--- src/logic/xpd_pkg.sv ---
// Package for the extension bus address decoder: register map, bit fields, windows, timing.
// Assumes a 24-bit byte address from the CPU bus master and a 10 MHz system clock.
package xpd_pkg;
   localparam logic [15:0] XPD_PERIPH_ENABLE_OFFSET = 16'hf024;
   localparam logic [15:0] XPD_SYSCFG_OFFSET = 16'hf026;
   localparam logic [15:0] XPD_STATUS_OFFSET = 16'hf028;
   localparam logic [15:0] XPD_PERIPH_ENABLE_RESET = 16'h0005;
   localparam logic [15:0] XPD_SYSCFG_RESET = 16'h0000;
   localparam int XPD_CAN_A_BIT = 0;
   localparam int XPD_CAN_B_BIT = 1;
   localparam int XPD_RAM_A_BIT = 2;
   localparam int XPD_RAM_B_BIT = 3;
   localparam int XPD_RTC_BIT = 4;
   localparam int XPD_GLOBAL_BIT = 2;
   localparam logic [4:0] XPD_PERIPH_ENABLE_MASK = 5'h1f;
   localparam logic [23:0] XPD_RAM_A_LO = 24'h00e000;
   localparam logic [23:0] XPD_RAM_A_HI = 24'h00e7ff;
   localparam logic [23:0] XPD_RAM_B_LO = 24'h00c000;
   localparam logic [23:0] XPD_RAM_B_HI = 24'h00dfff;
   localparam logic [23:0] XPD_CAN_A_LO = 24'h00ef00;
   localparam logic [23:0] XPD_CAN_A_HI = 24'h00efff;
   localparam logic [23:0] XPD_CAN_B_LO = 24'h00ee00;
   localparam logic [23:0] XPD_CAN_B_HI = 24'h00eeff;
   localparam int XPD_RAM_ACCESS_NS = 62;
   localparam int XPD_CAN_WAIT_STATES = 2;
   localparam int XPD_CLK_PERIOD_NS = 100;
   localparam logic [1:0] XPD_CAN_WAIT_CYCLES = 2'(XPD_CAN_WAIT_STATES);
   localparam logic [3:0] XPD_SEG_LINES_FULL = 4'h8;
   localparam logic [3:0] XPD_SEG_LINES_CAN = 4'h4;
   typedef enum logic [2:0] {
      XPD_TGT_EXT = 3'b000,
      XPD_TGT_RAM_A = 3'b001,
      XPD_TGT_RAM_B = 3'b010,
      XPD_TGT_CAN_A = 3'b011,
      XPD_TGT_CAN_B = 3'b100
   } xpd_target_t;
   typedef enum logic [1:0] {
      XPD_ST_IDLE = 2'b00,
      XPD_ST_WAIT = 2'b01,
      XPD_ST_DONE = 2'b10
   } xpd_state_t;
endpackage : xpd_pkg

--- src/logic/xpd_decoder.sv ---
// Extension bus address decoder with its enable register and per-target bus timing.
// Assumes a CPU master holding addr/strobes for one cycle and waiting for acc_done.
// Function
// Flat 16M-byte space, every address reachable by byte or word access.
// 00E000-00E7FF goes to RAM A when global and RAM A enables set.
// RAM A window goes external when either enable is clear.
// 00C000-00DFFF goes to RAM B when global and bit 3 set.
// RAM B window goes external when either enable is clear.
// Extension RAM: 16-bit demultiplexed, zero wait states, byte and word.
// Extension RAM is not bit addressable nor usable as stack or banks.
// 00EF00-00EFFF goes to CAN A when global and bit 0 set.
// 00EE00-00EEFF goes to CAN B when global and bit 1 set.
// CAN accesses: demultiplexed, 16-bit, bytes allowed, two wait states.
// CAN A enable gates its access and releases its two port pins.
// CAN A window goes external only if CAN B also disabled.
// Peripherals disabled before global enable occupy no space, pins, interrupts.
// With any CAN in use, only four segment address lines drive out.
// Reset enables CAN A and RAM A, disables CAN B and RAM B.
// Enable register ignores writes once the global enable is set.
// Both CAN off: whole 00EE00-00EFFF span goes external.
// Any address outside enabled windows passes external unchanged.
//
// The strobed register port is this design's own decision.
`timescale 1ns/1ps
module xpd_decoder
   import xpd_pkg::*;
(
   input wire logic clk,
   input wire logic rst,
   input wire logic [15:0] reg_addr,
   input wire logic [15:0] reg_wdata,
   input wire logic reg_wr,
   input wire logic reg_rd,
   output logic [15:0] reg_rdata,
   input wire logic [23:0] cpu_addr,
   input wire logic cpu_req,
   input wire logic cpu_write,
   input wire logic cpu_byte,
   input wire logic cpu_bit_op,
   output logic [23:0] tgt_addr,
   output logic tgt_write,
   output logic tgt_byte,
   output logic sel_ext,
   output logic sel_ram_a,
   output logic sel_ram_b,
   output logic sel_can_a,
   output logic sel_can_b,
   output logic acc_done,
   output logic acc_error,
   output logic can_a_pins_claimed,
   output logic can_b_pins_claimed,
   output logic can_a_irq_en,
   output logic can_b_irq_en,
   output logic rtc_en,
   output logic [3:0] seg_lines,
   output logic global_en
);
   ////////////////////////////////////////////////////////////////////////////////
   // Registers.
   logic [4:0] periph_en_reg;
   logic [4:0] periph_en_next;
   logic [15:0] syscfg_reg;
   logic [15:0] syscfg_next;
   logic [15:0] rdata_reg;
   logic [15:0] rdata_next;
   xpd_state_t state_reg;
   xpd_state_t state_next;
   xpd_target_t tgt_reg;
   xpd_target_t tgt_next;

   function automatic logic reg_hit(input logic [15:0] a, input logic [15:0] off);
      reg_hit = (a == off);
   endfunction : reg_hit

   always_comb begin
      periph_en_next = periph_en_reg;
      syscfg_next = syscfg_reg;
      rdata_next = 16'h0000;
      if (reg_wr) begin
         // The freeze looks at the stored global bit, so the selection made before it holds.
         if (reg_hit(reg_addr, XPD_PERIPH_ENABLE_OFFSET) && !syscfg_reg[XPD_GLOBAL_BIT]) begin
            periph_en_next = reg_wdata[4:0] & XPD_PERIPH_ENABLE_MASK;
         end
         if (reg_hit(reg_addr, XPD_SYSCFG_OFFSET)) begin
            syscfg_next = reg_wdata;
         end
      end
      if (reg_rd) begin
         case (reg_addr)
            XPD_PERIPH_ENABLE_OFFSET: rdata_next = {11'h000, periph_en_reg};
            XPD_SYSCFG_OFFSET: rdata_next = syscfg_reg;
            XPD_STATUS_OFFSET: rdata_next = {11'h000, state_reg, tgt_reg};
            default: rdata_next = 16'h0000;
         endcase
      end
   end

   always_ff @(posedge clk) begin
      if (rst) begin
         periph_en_reg <= XPD_PERIPH_ENABLE_RESET[4:0];
         syscfg_reg <= XPD_SYSCFG_RESET;
         rdata_reg <= 16'h0000;
      end else begin
         periph_en_reg <= periph_en_next;
         syscfg_reg <= syscfg_next;
         rdata_reg <= rdata_next;
      end
   end

   ////////////////////////////////////////////////////////////////////////////////
   // Access sequencing.
   xpd_target_t dec_target;
   logic [23:0] addr_reg;
   logic [23:0] addr_next;
   logic write_reg;
   logic write_next;
   logic byte_reg;
   logic byte_next;
   logic done_reg;
   logic done_next;
   logic err_reg;
   logic err_next;
   logic timer_start;
   logic timer_done;
   logic [1:0] timer_waits;

   xpd_window_decode u_decode (
      .addr(cpu_addr),
      .global_en(syscfg_reg[XPD_GLOBAL_BIT]),
      .periph_en(periph_en_reg),
      .target(dec_target)
   );

   function automatic logic is_internal(input xpd_target_t t);
      is_internal = (t != XPD_TGT_EXT);
   endfunction : is_internal

   function automatic logic is_can(input xpd_target_t t);
      is_can = (t == XPD_TGT_CAN_A) || (t == XPD_TGT_CAN_B);
   endfunction : is_can

   always_comb begin
      state_next = state_reg;
      tgt_next = tgt_reg;
      addr_next = addr_reg;
      write_next = write_reg;
      byte_next = byte_reg;
      done_next = 1'b0;
      err_next = 1'b0;
      timer_start = 1'b0;
      timer_waits = 2'h0;
      case (state_reg)
         XPD_ST_IDLE: begin
            if (cpu_req) begin
               addr_next = cpu_addr;
               write_next = cpu_write;
               byte_next = cpu_byte;
               tgt_next = dec_target;
               if (cpu_bit_op && is_internal(dec_target)) begin
                  // Bit operations are refused on the extension windows.
                  done_next = 1'b1;
                  err_next = 1'b1;
                  tgt_next = XPD_TGT_EXT;
               end else if (is_can(dec_target)) begin
                  timer_start = 1'b1;
                  timer_waits = XPD_CAN_WAIT_CYCLES;
                  state_next = XPD_ST_WAIT;
               end else if (is_internal(dec_target)) begin
                  done_next = 1'b1;
                  state_next = XPD_ST_DONE;
               end else begin
                  // External accesses are timed by the external bus controller.
                  done_next = 1'b1;
                  state_next = XPD_ST_DONE;
               end
            end
         end
         XPD_ST_WAIT: begin
            if (timer_done) begin
               done_next = 1'b1;
               state_next = XPD_ST_DONE;
            end
         end
         XPD_ST_DONE: begin
            // One turnaround cycle before the next request is taken.
            state_next = XPD_ST_IDLE;
            tgt_next = XPD_TGT_EXT;
         end
         default: state_next = XPD_ST_IDLE;
      endcase
   end

   // The timer ends a CAN access two cycles after a zero-wait access would end.
   // Its done pulse comes one cycle before acc_done, which the WAIT state registers.
   xpd_wait_timer u_timer (
      .clk(clk),
      .rst(rst),
      .start(timer_start),
      .waits(timer_waits),
      .done(timer_done)
   );

   always_ff @(posedge clk) begin
      if (rst) begin
         state_reg <= XPD_ST_IDLE;
         tgt_reg <= XPD_TGT_EXT;
         addr_reg <= 24'h000000;
         write_reg <= 1'b0;
         byte_reg <= 1'b0;
         done_reg <= 1'b0;
         err_reg <= 1'b0;
      end else begin
         state_reg <= state_next;
         tgt_reg <= tgt_next;
         addr_reg <= addr_next;
         write_reg <= write_next;
         byte_reg <= byte_next;
         done_reg <= done_next;
         err_reg <= err_next;
      end
   end

   ////////////////////////////////////////////////////////////////////////////////
   // Pin, interrupt and segment ownership, registered.
   logic [7:0] own_reg;
   logic [7:0] own_next;
   logic ge;

   // Ownership follows the registered enables one cycle later; a peripheral left off
   // when the global enable comes up claims no pins or interrupts until the global enable is cleared.
   always_comb begin
      ge = syscfg_reg[XPD_GLOBAL_BIT];
      own_next[0] = ge && periph_en_reg[XPD_CAN_A_BIT];
      own_next[1] = ge && periph_en_reg[XPD_CAN_B_BIT];
      own_next[2] = own_next[0];
      own_next[3] = own_next[1];
      own_next[4] = periph_en_reg[XPD_RTC_BIT];
      own_next[5] = ge;
      own_next[6] = own_next[0] || own_next[1];
      own_next[7] = 1'b0;
   end

   always_ff @(posedge clk) begin
      if (rst) begin
         own_reg <= 8'h00;
      end else begin
         own_reg <= own_next;
      end
   end

   ////////////////////////////////////////////////////////////////////////////////
   // Target selects and segment count, registered from the next values so that they
   // line up with the access state and no output pin carries decoding.
   logic [4:0] sel_reg;
   logic [4:0] sel_next;
   logic [3:0] seg_reg;
   logic [3:0] seg_next;

   // Select vector ordered external, RAM A, RAM B, CAN A, CAN B.
   function automatic logic [4:0] sel_vec(input xpd_target_t t, input xpd_state_t s);
      sel_vec = 5'h00;
      case (t)
         XPD_TGT_EXT: sel_vec[4] = (s != XPD_ST_IDLE);
         XPD_TGT_RAM_A: sel_vec[3] = 1'b1;
         XPD_TGT_RAM_B: sel_vec[2] = 1'b1;
         XPD_TGT_CAN_A: sel_vec[1] = 1'b1;
         XPD_TGT_CAN_B: sel_vec[0] = 1'b1;
         default: sel_vec = 5'h00;
      endcase
   endfunction : sel_vec

   always_comb begin
      sel_next = sel_vec(tgt_next, state_next);
      seg_next = own_next[6] ? XPD_SEG_LINES_CAN : XPD_SEG_LINES_FULL;
   end

   always_ff @(posedge clk) begin
      if (rst) begin
         sel_reg <= 5'h00;
         seg_reg <= XPD_SEG_LINES_FULL;
      end else begin
         sel_reg <= sel_next;
         seg_reg <= seg_next;
      end
   end

   assign reg_rdata = rdata_reg;
   assign tgt_addr = addr_reg;
   assign tgt_write = write_reg;
   assign tgt_byte = byte_reg;
   assign sel_ext = sel_reg[4];
   assign sel_ram_a = sel_reg[3];
   assign sel_ram_b = sel_reg[2];
   assign sel_can_a = sel_reg[1];
   assign sel_can_b = sel_reg[0];
   assign acc_done = done_reg;
   assign acc_error = err_reg;
   assign can_a_pins_claimed = own_reg[0];
   assign can_b_pins_claimed = own_reg[1];
   assign can_a_irq_en = own_reg[2];
   assign can_b_irq_en = own_reg[3];
   assign rtc_en = own_reg[4];
   assign global_en = own_reg[5];
   assign seg_lines = seg_reg;
endmodule : xpd_decoder

--- src/logic/xpd_window_decode.sv ---
// Combinational window decoder: maps a 24-bit address and enables to a target.
// Assumes the enables are registered by the caller.
`timescale 1ns/1ps
module xpd_window_decode
   import xpd_pkg::*;
(
   input wire logic [23:0] addr,
   input wire logic global_en,
   input wire logic [4:0] periph_en,
   output xpd_target_t target
);
   function automatic logic in_win(input logic [23:0] a, input logic [23:0] lo,
                                   input logic [23:0] hi);
      in_win = (a >= lo) && (a <= hi);
   endfunction : in_win

   always_comb begin
      target = XPD_TGT_EXT;
      if (global_en && periph_en[XPD_RAM_A_BIT] && in_win(addr, XPD_RAM_A_LO, XPD_RAM_A_HI)) begin
         target = XPD_TGT_RAM_A;
      end else if (global_en && periph_en[XPD_RAM_B_BIT]
                   && in_win(addr, XPD_RAM_B_LO, XPD_RAM_B_HI)) begin
         target = XPD_TGT_RAM_B;
      end else if (global_en && periph_en[XPD_CAN_A_BIT]
                   && in_win(addr, XPD_CAN_A_LO, XPD_CAN_A_HI)) begin
         target = XPD_TGT_CAN_A;
      end else if (global_en && periph_en[XPD_CAN_B_BIT]
                   && in_win(addr, XPD_CAN_B_LO, XPD_CAN_B_HI)) begin
         target = XPD_TGT_CAN_B;
      end else if (global_en && periph_en[XPD_CAN_B_BIT]
                   && in_win(addr, XPD_CAN_A_LO, XPD_CAN_A_HI)) begin
         // With module A off but module B on, A's window stays internal and is routed to CAN B.
         target = XPD_TGT_CAN_B;
      end
      // Both modules off: the whole CAN span falls through to external.
   end
endmodule : xpd_window_decode

--- src/logic/xpd_wait_timer.sv ---
// Wait state counter: pulses done in time for its caller to end the access after the waits.
// Assumes start is a one-cycle pulse, waits is at least one, and no start comes before done.
`timescale 1ns/1ps
module xpd_wait_timer
   import xpd_pkg::*;
(
   input wire logic clk,
   input wire logic rst,
   input wire logic start,
   input wire logic [1:0] waits,
   output logic done
);
   logic [1:0] cnt_reg;
   logic [1:0] cnt_next;
   logic busy_reg;
   logic busy_next;
   logic done_reg;
   logic done_next;

   always_comb begin
      cnt_next = cnt_reg;
      busy_next = busy_reg;
      done_next = 1'b0;
      if (start) begin
         // The done pulse is registered here and again by the caller, so the countdown
         // starts one short to keep the access at exactly the wait count.
         if (waits <= 2'h1) begin
            done_next = 1'b1;
         end else begin
            cnt_next = waits - 2'h1;
            busy_next = 1'b1;
         end
      end else if (busy_reg) begin
         cnt_next = cnt_reg - 2'h1;
         if (cnt_reg == 2'h1) begin
            busy_next = 1'b0;
            done_next = 1'b1;
         end
      end
   end

   always_ff @(posedge clk) begin
      if (rst) begin
         cnt_reg <= 2'h0;
         busy_reg <= 1'b0;
         done_reg <= 1'b0;
      end else begin
         cnt_reg <= cnt_next;
         busy_reg <= busy_next;
         done_reg <= done_next;
      end
   end

   assign done = done_reg;
endmodule : xpd_wait_timer

--- config.mk ---
export PLATFORM = sky130hd
export DESIGN_NAME = xpd_decoder
export DESIGN_NICKNAME = d
export VERILOG_FILES = /design/src/logic/xpd_pkg.sv /design/src/logic/xpd_decoder.sv /design/src/logic/xpd_window_decode.sv /design/src/logic/xpd_wait_timer.sv
export SDC_FILE = /design/constraint.sdc
export NUM_CORES = 1
export LEC_CHECK = 0
export BUFFER_PORTS_ARGS = -buffer_cell sky130_fd_sc_hd__buf_4
export CORE_MARGIN = 3
export CORE_UTILIZATION = 49
export CTS_CLUSTER_DIAMETER = 40
export DETAILED_ROUTE_END_ITERATION = 10
export PLACE_DENSITY = 0.79
export SYNTH_ARGS = -nofsm -noshare
export SYNTH_HDL_FRONTEND = slang
export SYNTH_SLANG_ARGS = --single-unit
--- constraint.sdc ---
create_clock -name clk -period 1.8 [get_ports clk]
set_input_delay 0.09 -clock clk [delete_from_list [all_inputs] [get_ports clk]]
set_output_delay 0.09 -clock clk [all_outputs]
set_load 0.01 [all_outputs]
==> key figures, run 1 <==
Clock tree
  – CTS tree: yes
  – Clock tree buffer depth: 2
  – Later-pin clock latency in the skew report: 350 ps
  – CTS Buf Count: 9
  – CTS root buf: clkbuf_8
  – CTS clock-pin slew for the worst setup and hold paths: 100 ps
  – CTS H-tree depth: 3
  – Clock sinks: 85

Place
  – Placed Cells: 546
  – Port bufs: 120
  – Post-Place Setup Slack: 127.4 ps
  – Detailed Place HPWL: 5.704 mm
  – RD Place Congestion: 0.8047

Setup path
  – Max Fanout on Critical Path: 6
  – R2R setup slack: 90 ps
  – CP arrival: 2020 ps
  – CP Class: in2reg
  – Reg-to-reg startpoint: syscfg_reg[2]$_SDFFE_PP0P_
  – Setup crit start kind: primary input
  – Worst setup EP type: flip-flop
  – R2R Path End: sel_reg[2]$_SDFF_PP0_
  – Register-to-Register Path Depth: 6
  – Data required, critical path: 2050 ps

Yosys
  – Synth unique cells: 53
  – Number of enable flip-flop cells after synthesis: 0
  – Gate Count Post-Synth: 364
  – Post-synthesis instance area: 3316 µm²
  – Post-synth top area share: 51.32%
  – Leading area contributor after synthesis: dfxtp_1
  – Post-synthesis sequential area ratio: 51.32%
  – Synth area leaders: dfxtp_1 51%, nand2_1 9.1%, a21oi_1 8.0%, and2_1 3.0%, nand3_1 2.7%
  – Async S/R FF share, synth: 0%
  – #FFs+latches synth: 85
  – Synth warnings: 0
  – Most used DFF post-synth: dfxtp_1
  – Syn_area_per_cell: 9.109 µm²

Timing
  – Final setup margin: 25.82 ps
  – Crit share post-route: 98.57%
  – Min cycle time layout: 1774 ps
  – Hold Slack: 14.14 ps
  – Final setup fails: 0
  – RSZ-0062 raised after global routing: yes
  – Final slew viol count: 0
  – Fin. Hold Viols: 0
  – Clock Skews: 9.348 ps
  – F_max: 0.5636 GHz

Power and ir drop
  – Leak Pwr: 2.019 nW
  – Pwr Density: 779.8 nW/µm²
  – Peak VDD IR: 514.7 µV

Global route
  – GRT overflow: 0
  – Global-route wire length before repair: 13.46 mm
  – Largest net degree at the start of global routing: 45
  – Total track usage: 22.06%
  – Initial antenna violation count: 0
  – Number of global-route vias before repair: 2956

Drt
  – DR vias/cell: 5.124
  – DRC Markers: 0
  – WL/cell: 14.47 µm
  – First-pass detailed-route iteration total: 4
  – Drt total wl: 8.653 mm
  – DR iter-0 viols: 111
  – Vias after detailed routing: 3064
  – Post-detailed-route count of antenna-violating nets: 0

Layout
  – Final Non-Filler Cells: 598
  – Fillers: 457
  – Fraction of layout cells with a size suffix above 1: 31.09%
  – Nets: 581
  – Area grow syn2layout: 44.87%
  – Reg area: 1702 µm²
  – Ant. Diodes: 0
  – Multi-input gate area: 1446 µm²
  – Largest register FFs: 24

Hold path
  – Cell count of the worst hold path: 3
  – Hold Path End: syscfg_reg[6]$_SDFFE_PP0P_
  – Hold path start: reg_wdata[6]
  – Worst hold-check path type: in2reg

Floorplanning
  – Core ar.: 6459 µm²
  – Full die area: 7790 µm²
  – Initial core utilization: 51.34%
  – Die height: 88.26 µm
  – Rows: 29
  – Horiz. Die Dim: 88.26 µm
  – IO Pins: 123

Status
  – Outcome: finished clean

Flow run
  – # Max-Cap Violations: 0
cells in the mapped netlist, types with 4 or more instances:
master     n
buf_4      4
clkbuf_1   9
dfxtp_1   85
nand2b_1   5
nor2b_1    4
nor2_1    18
nand3_1   18
inv_1      5
and2_1    16
buf_6      5
nand2_1   80
a222oi_1   4
a21oi_1   53
and3b_1    4
layer usage:
| metal | up-vias | share of wire [%] | GRT usage, % |
|---|---|---|---|
| met5 | - | 0 | 0 |
| met4 | 0 | 1.2 | 8.104 |
| met3 | 10 | 8.2 | 7.076 |
| met2 | 110 | 49 | 38.55 |
| met1 | 1415 | 41 | 25.20 |
| li1 | 1529 | - | - |
critical path, cell delays in order:
cell and delay [ps]:
dlygate4sd3_1 550, buf_4 150, nor4_4 300, nand3_1 120, a311o_1 360, a22oi_2 260, buf_4 160, nor2_1 30
cell usage in the layout (no fill, tap or decap), types with 2 or more instances in the layout:
master           n
nand2_1         80
buf_4          130
inv_6            3
nand2b_1         5
and2_1          16
and3b_1          4
dfxtp_1         85
conb_1           2
nand3_1         18
nor3b_2          2
mux2i_1          3
a222oi_1         4
nor3_1           3
dlygate4sd3_1   36
clkbuf_8         9
a21oi_1         53
o211ai_1         2
and4b_1          2
nand4_1          2
nor4b_4          2
nor2b_1          4
nor2_1          18
o21ai_0          2
inv_1            5
nor4_4           3
power breakdown:
part           internal, mW  switching (mW)
registers              1.92          0.0216
clock network         0.664           0.731
logic                 0.224           0.188
total                  2.81           0.940
worst max-delay path by stage:
stage	from	to	slack [ps]
floorplan	syscfg_reg[2]$_SDFFE_PP0P_	sel_reg[4]$_SDFF_PP0_	190
global placement	syscfg_reg[2]$_SDFFE_PP0P_	sel_reg[3]$_SDFF_PP0_	140
detailed placement	syscfg_reg[2]$_SDFFE_PP0P_	sel_reg[4]$_SDFF_PP0_	130
CTS	cpu_addr[17]	sel_reg[0]$_SDFF_PP0_	10
global route	cpu_addr[17]	sel_reg[2]$_SDFF_PP0_	-30
finish	cpu_addr[17]	sel_reg[2]$_SDFF_PP0_	30
per-stage QoR:
| stage | TNS, ps | instance area (µm²) | total power, mW | utilization (%) |
|---|---|---|---|---|
| global route | -73.98 | 4803 | 3.881 | 74.37 |
| finish | 0 | 4803 | 3.745 | 74.37 |
| CTS | 0 | 4766 | 3.771 | 73.79 |
| detailed placement | 0 | 4202 | 2.323 | 65.05 |
| floorplan | 0 | 3319 | 2.125 | - |
| global placement | 0 | 4202 | 2.317 | 65.05 |
layout make-up:
| class | count | share of cell area (%) |
|---|---|---|
| flip-flops and latches | 85 | 35.43 |
| multi-input cells | 249 | 30.11 |
| repair buffers | 166 | 27.82 |
| clock buffers | 9 | 2.579 |
| well taps | 77 | 2.006 |
| clock inverters | 7 | 1.667 |
| inverters | 5 | 0.3907 |
repair_timing:
action,CTS,global route
hold buffers,36,0
hold endpoints to repair,37,0
buffers inserted,0,2
endpoints found under the setup margin,0,8
gates resized for setup,0,7
cell families (layout without fill, tap and decap cells):
kind of cell,after synthesis,after routing,synth area share [%]
compound gates,71,71,12.68
xor+xnor,1,1,0.2642
fa+ha+maj,1,1,0.3773
buf+inv,31,187,6.301
flops,85,85,51.32
mux,3,3,0.9057
other cells,1,2,0.1131
simple gates,171,171,28.04
Power figures use the tool's default switching activity.
==> inputs of run 2 (changes only) <==
- CORE_ASPECT_RATIO: not set -> 1.25
==> key figures, run 2 (synthesized netlist as in run 1, its figures left out) <==
Status
  – Outcome: finished clean

Timing
  – Fin. Hold Viols: 0 (unchanged)
  – Hold Slack: 15.30 ps (+1.159 ps)
  – Min cycle time layout: 1759 ps (-15.60 ps)
  – Final slew viol count: 0 (unchanged)
  – F_max: 0.5686 GHz (+0.89%)
  – Clock Skews: 8.215 ps (-1.134 ps)
  – Final setup fails: 0 (unchanged)
  – Crit share post-route: 97.70% (-0.87 points)

Layout
  – Nets: 585 (+0.69%)
  – Util after Layout: 76.65% (+2.3 points)
  – Fillers: 448 (-2.0%)
  – Largest register FFs: 24 (unchanged)
  – Most common cell after layout, fill and taps aside: buf_4
  – Multi-input gate area: 1445 µm² (about the same)
  – Most frequent cells in the layout: 129 x buf_4, 85 x dfxtp_1, 80 x nand2_1
  – Reg area: 1702 µm² (unchanged)
  – Fraction of layout cells with a size suffix above 1: 30.48% (-0.62 points)
  – Area grow syn2layout: 47.17%
  – Ant. Diodes: 0 (unchanged)

Global route
  – Initial antenna violation count: 0 (unchanged)
  – Total track usage: 22.66% (+0.60 points)
  – Number of global-route vias before repair: 3048 (+3.1%)
  – Largest net degree at the start of global routing: 44 (-2.2%)
  – Global-route wire length before repair: 14.04 mm (+4.3%)
  – GRT overflow: 0 (unchanged)

Clock tree
  – Clock tree buffer depth: 2 (unchanged)
  – CTS clock-pin slew for the worst setup and hold paths: 90 ps (about the same)
  – Later-pin clock latency in the skew report: 360 ps (about the same)
  – CTS root buf: clkbuf_8
  – Clock sinks: 85 (unchanged)
  – CTS tree: yes
  – CTS Buf Count: 9 (unchanged)
  – CTS H-tree depth: 3 (unchanged)

Setup path
  – Max Fanout on Critical Path: 6 (unchanged)
  – Register-to-Register Path Depth: 6 (unchanged)
  – Setup crit start kind: primary input
  – Reg-to-reg startpoint: periph_en_reg[3]$_SDFFE_PP0P_
  – CP arrival: 2010 ps (about the same)
  – R2R setup slack: 120 ps (+30 ps)
  – Data required, critical path: 2050 ps (about the same)
  – R2R Path End: sel_reg[2]$_SDFF_PP0_
  – CP Class: in2reg
  – Worst setup EP type: flip-flop

Floorplanning
  – Horiz. Die Dim: 79.58 µm (-9.8%)
  – Initial core utilization: 52.08% (+0.75 points)
  – Rows: 32 (+10%)
  – Core ar.: 6366 µm² (-1.4%)
  – IO Pins: 123 (unchanged)
  – Full die area: 7796 µm² (about the same)
  – Die height: 97.97 µm (+11%)

Drt
  – WL/cell: 14.10 µm (-2.6%)
  – DR vias/cell: 5.080 (-0.85%)
  – DR iter-0 viols: 203 (+83%)
  – Drt total wl: 8.598 mm (-0.64%)
  – DRC Markers: 0 (unchanged)
  – Post-detailed-route count of antenna-violating nets: 0 (unchanged)
  – Vias after detailed routing: 3099 (+1.1%)
  – First-pass detailed-route iteration total: 7 (+3)

Power and ir drop
  – Peak VDD IR: 624.0 µV (+21%)
  – Clock share of power: 39.4% (+2.2 points)
  – Net Sw Frac: 24.17% (-0.93 points)
  – Overall power: 3.892 mW (+3.9%)
  – Int Pwr: 2.951 mW (+5.2%)
  – Comb pwr share: 10.8% (-0.2 points)
  – Sequential power share: 49.8% (-2.0 points)
  – Pwr Density: 797.6 nW/µm² (+2.3%)
  – Switching power: 0.9407 mW (about the same)
  – Leak Pwr: 2.060 nW (+2.1%)

Place
  – RD Place Congestion: 0.9068 (+13%)
  – Detailed Place HPWL: 5.760 mm (+0.98%)
  – Port bufs: 120 (unchanged)

Hold path
  – Cell count of the worst hold path: 3 (unchanged)
  – Hold path start: reg_wdata[6]
  – Worst hold-check path type: in2reg
  – Hold Path End: syscfg_reg[6]$_SDFFE_PP0P_

Flow run
  – # Max-Cap Violations: 0 (unchanged)
run 2: cell count changes in the layout (fill, tap and decap cells not counted):
cell	delta
dlygate4sd3_1	+4
and4b_1	+1
and4b_2	-1
buf_4	-1
bufinv_16	+1
clkinvlp_4	-1
dlymetal6s4s_1	+1
run 2: repair_timing:
action	4_1_cts	5_1_grt
hold endpoints to repair	45	0
buffers inserted	0	3
resized for setup	0	7
setup endpoints to repair	0	8
hold buffers	41	0
run 2: worst max path at each step:
| stage | endpoint | cells after the start | from | slack [ps] |
|---|---|---|---|---|
| after global placement | sel_reg[3]$_SDFF_PP0_ | 6 | syscfg_reg[2]$_SDFFE_PP0P_ | 140 |
| after detailed placement | sel_reg[3]$_SDFF_PP0_ | 6 | syscfg_reg[2]$_SDFFE_PP0P_ | 130 |
| final | sel_reg[3]$_SDFF_PP0_ | 7 | cpu_addr[12] | 40 |
| after global routing | sel_reg[4]$_SDFF_PP0_ | 7 | cpu_addr[20] | -30 |
| after floorplan | sel_reg[4]$_SDFF_PP0_ | 7 | syscfg_reg[2]$_SDFFE_PP0P_ | 190 |
| after CTS | sel_reg[0]$_SDFF_PP0_ | 7 | cpu_addr[23] | 8 |
run 2: per-layer routing:
| layer | global-route usage, % | vias up | share of wire (%) |
|---|---|---|---|
| met5 | 0 | - | 0 |
| met4 | 8.069 | 0 | 1.2 |
| met3 | 7.196 | 9 | 8.4 |
| met2 | 38.91 | 118 | 50 |
| met1 | 26.11 | 1428 | 40 |
| li1 | - | 1544 | - |
run 2: final cells by class:
| type | instances | area share (%) |
|---|---|---|
| clock inverters | 7 | 2.103 |
| multi-input cells | 249 | 29.62 |
| inverters | 5 | 0.3846 |
| well taps | 85 | 2.179 |
| flip-flops and latches | 85 | 34.87 |
| clock buffers | 9 | 2.538 |
| repair buffers | 170 | 28.31 |
run 2: worst max-delay path, cell delays in order:
cell	delay, ps
dlygate4sd3_1	550
buf_4	140
and4b_1	350
nand3_1	160
a2111oi_4	390
a22oi_2	140
and3b_1	200
run 2: power groups by stage:
stage	clock network [mW]	registers [mW]	logic, mW
finish	1.53	1.94	0.420
global route	1.64	1.94	0.457
CTS	1.57	1.94	0.416
detailed placement	0	1.98	0.343
global placement	0	1.98	0.339
floorplan	0	2.00	0.128
run 2: metrics by stage:
| step | setup slack [ps] | setup TNS [ps] | cell area (µm²) | cells |
|---|---|---|---|---|
| 4_1_cts | 8.237 | 0 | 4856 | 612 |
| 5_1_grt | -31.19 | -55.64 | 4880 | 610 |
| 2_1_floorplan | 191.5 | 0 | 3319 | 365 |
| 6_report | 41.42 | 0 | 4880 | 610 |
| 3_5_place_dp | 133.0 | 0 | 4219 | 555 |
| 3_3_place_gp | 142.3 | 0 | 4219 | 555 |
==> inputs of run 3 (changes only) <==
- ABC_AREA: not set -> 1
- PLACE_DENSITY: 0.79 -> 0.8
==> key figures, run 3 <==
Setup path
  – CP arrival: 1850 ps (-160 ps)
  – Reg-to-reg startpoint: syscfg_reg[2]$_SDFFE_PP0P_
  – CP Class: reg2reg
  – R2R setup slack: 190 ps (+70 ps)
  – Crit path from: syscfg_reg[2]$_SDFFE_PP0P_
  – Max Fanout on Critical Path: 6 (unchanged)
  – Data required, critical path: 2040 ps (about the same)
  – Setup crit start kind: flip-flop
  – Worst setup EP type: flip-flop

Yosys
  – Synth cell count leaders: 103 x nor2_1, 85 x dfxtp_1, 39 x nand2_1, 39 x o21ai_0, 36 x inv_1
  – Synth area leaders: dfxtp_1 51%, nor2_1 12%, o21ai_0 5.9%, a211oi_2 4.5%, nand2_1 4.4%
  – Post-synth top area share: 51.44% (+0.12 points)
  – Leading area contributor after synthesis: dfxtp_1
  – Post-synthesis sequential area ratio: 51.44% (+0.12 points)
  – Most used DFF post-synth: dfxtp_1
  – #FFs+latches synth: 85 (unchanged)
  – Synth unique cells: 36 (-32%)
  – Synth warnings: 0 (unchanged)
  – Syn_area_per_cell: 8.069 µm² (-11%)
  – Post-synthesis instance area: 3308 µm² (-0.23%)
  – Gate Count Post-Synth: 410 (+13%)
  – Number of enable flip-flop cells after synthesis: 0 (unchanged)
  – Most numerous cell in the Yosys netlist: nor2_1
  – Async S/R FF share, synth: 0% (unchanged)

Global route
  – Total track usage: 21.67% (-0.99 points)
  – Met2 GRT Util: 39.10% (+0.19 points)
  – Largest net degree at the start of global routing: 29 (-34%)
  – GRT overflow: 0 (unchanged)
  – Top Usage Layer GRT: met2
  – Initial antenna violation count: 0 (unchanged)
  – Met1 Resource Use GR: 24.36% (-1.8 points)
  – Number of global-route vias before repair: 3104 (+1.8%)
  – Global-route wire length before repair: 13.60 mm (-3.1%)
  – GR Layer Usage met3: 4.336% (-2.9 points)

Timing
  – Final setup margin: 193.2 ps (+151.8 ps)
  – Min cycle time layout: 1607 ps (-151.8 ps)
  – Clock Skews: 5.829 ps (-2.386 ps)
  – Final slew viol count: 0 (unchanged)
  – Fin. Hold Viols: 0 (unchanged)
  – Crit share post-route: 89.27% (-8.4 points)
  – F_max: 0.6223 GHz (+9.4%)
  – Setup TNS Final: 0 ps (unchanged)
  – RSZ-0062 raised after global routing: no
  – Final setup fails: 0 (unchanged)

Status
  – Outcome: finished clean

Place
  – RD Place Congestion: 0.8711 (-3.9%)
  – Port bufs: 120 (unchanged)
  – Post-Place Setup Slack: 135.8 ps (+2.776 ps)
  – Detailed Place HPWL: 6.030 mm (+4.7%)

Clock tree
  – Clock sinks: 85 (unchanged)
  – CTS H-tree depth: 3 (unchanged)
  – Clock tree buffer depth: 2 (unchanged)
  – CTS root buf: clkbuf_8
  – CTS clock-pin slew for the worst setup and hold paths: 90 ps (about the same)
  – Later-pin clock latency in the skew report: 350 ps (about the same)
  – CTS tree: yes
  – CTS Buf Count: 9 (unchanged)

Layout
  – Area grow syn2layout: 38.28%
  – Largest register FFs: 24 (unchanged)
  – Nets: 603 (+3.1%)
  – Most frequent cells in the layout: 125 x buf_4, 103 x nor2_1, 85 x dfxtp_1
  – Fraction of layout cells with a size suffix above 1: 30.57% (+0.095 points)
  – Fillers: 532 (+19%)
  – Most common cell after layout, fill and taps aside: buf_4
  – Ant. Diodes: 0 (unchanged)

Floorplanning
  – Initial core utilization: 51.97% (-0.12 points)
  – Die height: 97.87 µm (-0.11%)
  – IO Pins: 123 (unchanged)
  – Core ar.: 6366 µm² (unchanged)
  – Rows: 32 (unchanged)
  – Full die area: 7779 µm² (-0.21%)
  – Horiz. Die Dim: 79.49 µm (-0.11%)

Drt
  – WL/cell: 13.18 µm (-6.5%)
  – DRC Markers: 0 (unchanged)
  – DR vias/cell: 4.986 (-1.9%)
  – Drt total wl: 8.279 mm (-3.7%)
  – First-pass detailed-route iteration total: 4 (-3)
  – DR iter-0 viols: 118 (-42%)
  – Vias after detailed routing: 3131 (+1.0%)
  – Post-detailed-route count of antenna-violating nets: 0 (unchanged)

Hold path
  – Worst hold-check path type: in2reg
  – Hold path start: cpu_addr[17]

Power and ir drop
  – Pwr Density: 835.4 nW/µm² (+4.7%)
  – Peak VDD IR: 610.6 µV (-2.2%)
  – Leak Pwr: 2.115 nW (+2.7%)

Flow run
  – # Max-Cap Violations: 0 (unchanged)
==> run 3: cell types whose count changed in the layout (fill, tap and decap cells not counted), moves of 5 or more <==
cell and change:
and2_1 -15, nand2b_1 -5, nor2_1 +85, nand2_1 -41, inv_1 +31, a211oi_2 +12, nor3_1 +12, dlygate4sd3_1 -31
o21ai_0 +36, a21oi_1 -42
==> run 3: worst paths after layout <==
check                              endpoint  cells after the start
setup reg to reg    u_timer.done$_SDFF_PP0_                      8
setup / recovery    u_timer.done$_SDFF_PP0_                      8
hold reg to reg       own_reg[4]$_SDFF_PP0_                      2
hold / removal    tgt_addr[17]$_SDFFE_PP0P_                      3
==> run 3: final cells by class <==
class                   instances  area [µm²]  area share [%]
repair buffers                134        1028           22.48
multi-input cells             270        1369           29.92
inverters                      38       145.1           3.173
well taps                      85       106.4           2.325
clock buffers                  10       137.6           3.009
flip-flops and latches         85        1702           37.20
clock inverters                 6       86.33           1.887
==> run 3: repair_timing <==
action / CTS / global route
endpoints found under the hold margin: 10 / 0
endpoints found under the setup margin: 0 / 8
gates resized for setup: 0 / 2
hold buffers: 9 / 0
buffers inserted: 0 / 0
==> run 3: cell families (layout without fill, tap and decap cells) <==
family	count (synthesis)	in the layout	synth area share (%)
AOI/OAI and AO/OA	71	71	14.18
other	1	2	0.1134
xor gates and xnor gates	1	1	0.2648
adders and majority gates	1	1	0.3782
DFF	85	85	51.44
and+or+nand+nor	195	195	26.21
buffers and inverters	56	188	7.413
==> run 3: per-layer routing <==
metal / share of wire [%] / vias to the layer above / routed length [µm]
met4: 1.4 / 0 / 120
met3: 7.5 / 10 / 625
li1: - / 1587 / -
met2: 52 / 113 / 4297
met1: 39 / 1421 / 3235
met5: 0 / - / 0
==> run 3: critical path: stages, from the launching register on <==
cell     delay, ps
dfxtp_1        330
inv_1          170
nor3_1          70
nand3_1        140
nand3_1        150
o21ai_2        280
nand3_1        190
nand4_1        120
inv_1           50
==> run 3: per-stage QoR <==
step                      instances  util (%)  instance area, µm²  power [mW]  hold slack (ps)
final                           628     71.86                4574       3.821            4.767
after global routing            628     71.86                4574       3.971            13.09
after CTS                       628     71.80                4571       3.853           0.6347
after detailed placement        603     66.86                4257       2.382            321.1
after global placement          603     66.86                4257       2.374            319.8
after floorplan                 411         -                3312       2.157            216.1
==> run 3: report_power, final <==
part / internal [mW] / switching, mW / leakage [nW] / total, mW
Combinational: 0.208 / 0.188 / 1.31 / 0.397
Sequential: 1.93 / 0.0254 / 0.692 / 1.96
Clock: 0.816 / 0.652 / 0.112 / 1.47
Total: 2.96 / 0.866 / 2.12 / 3.82
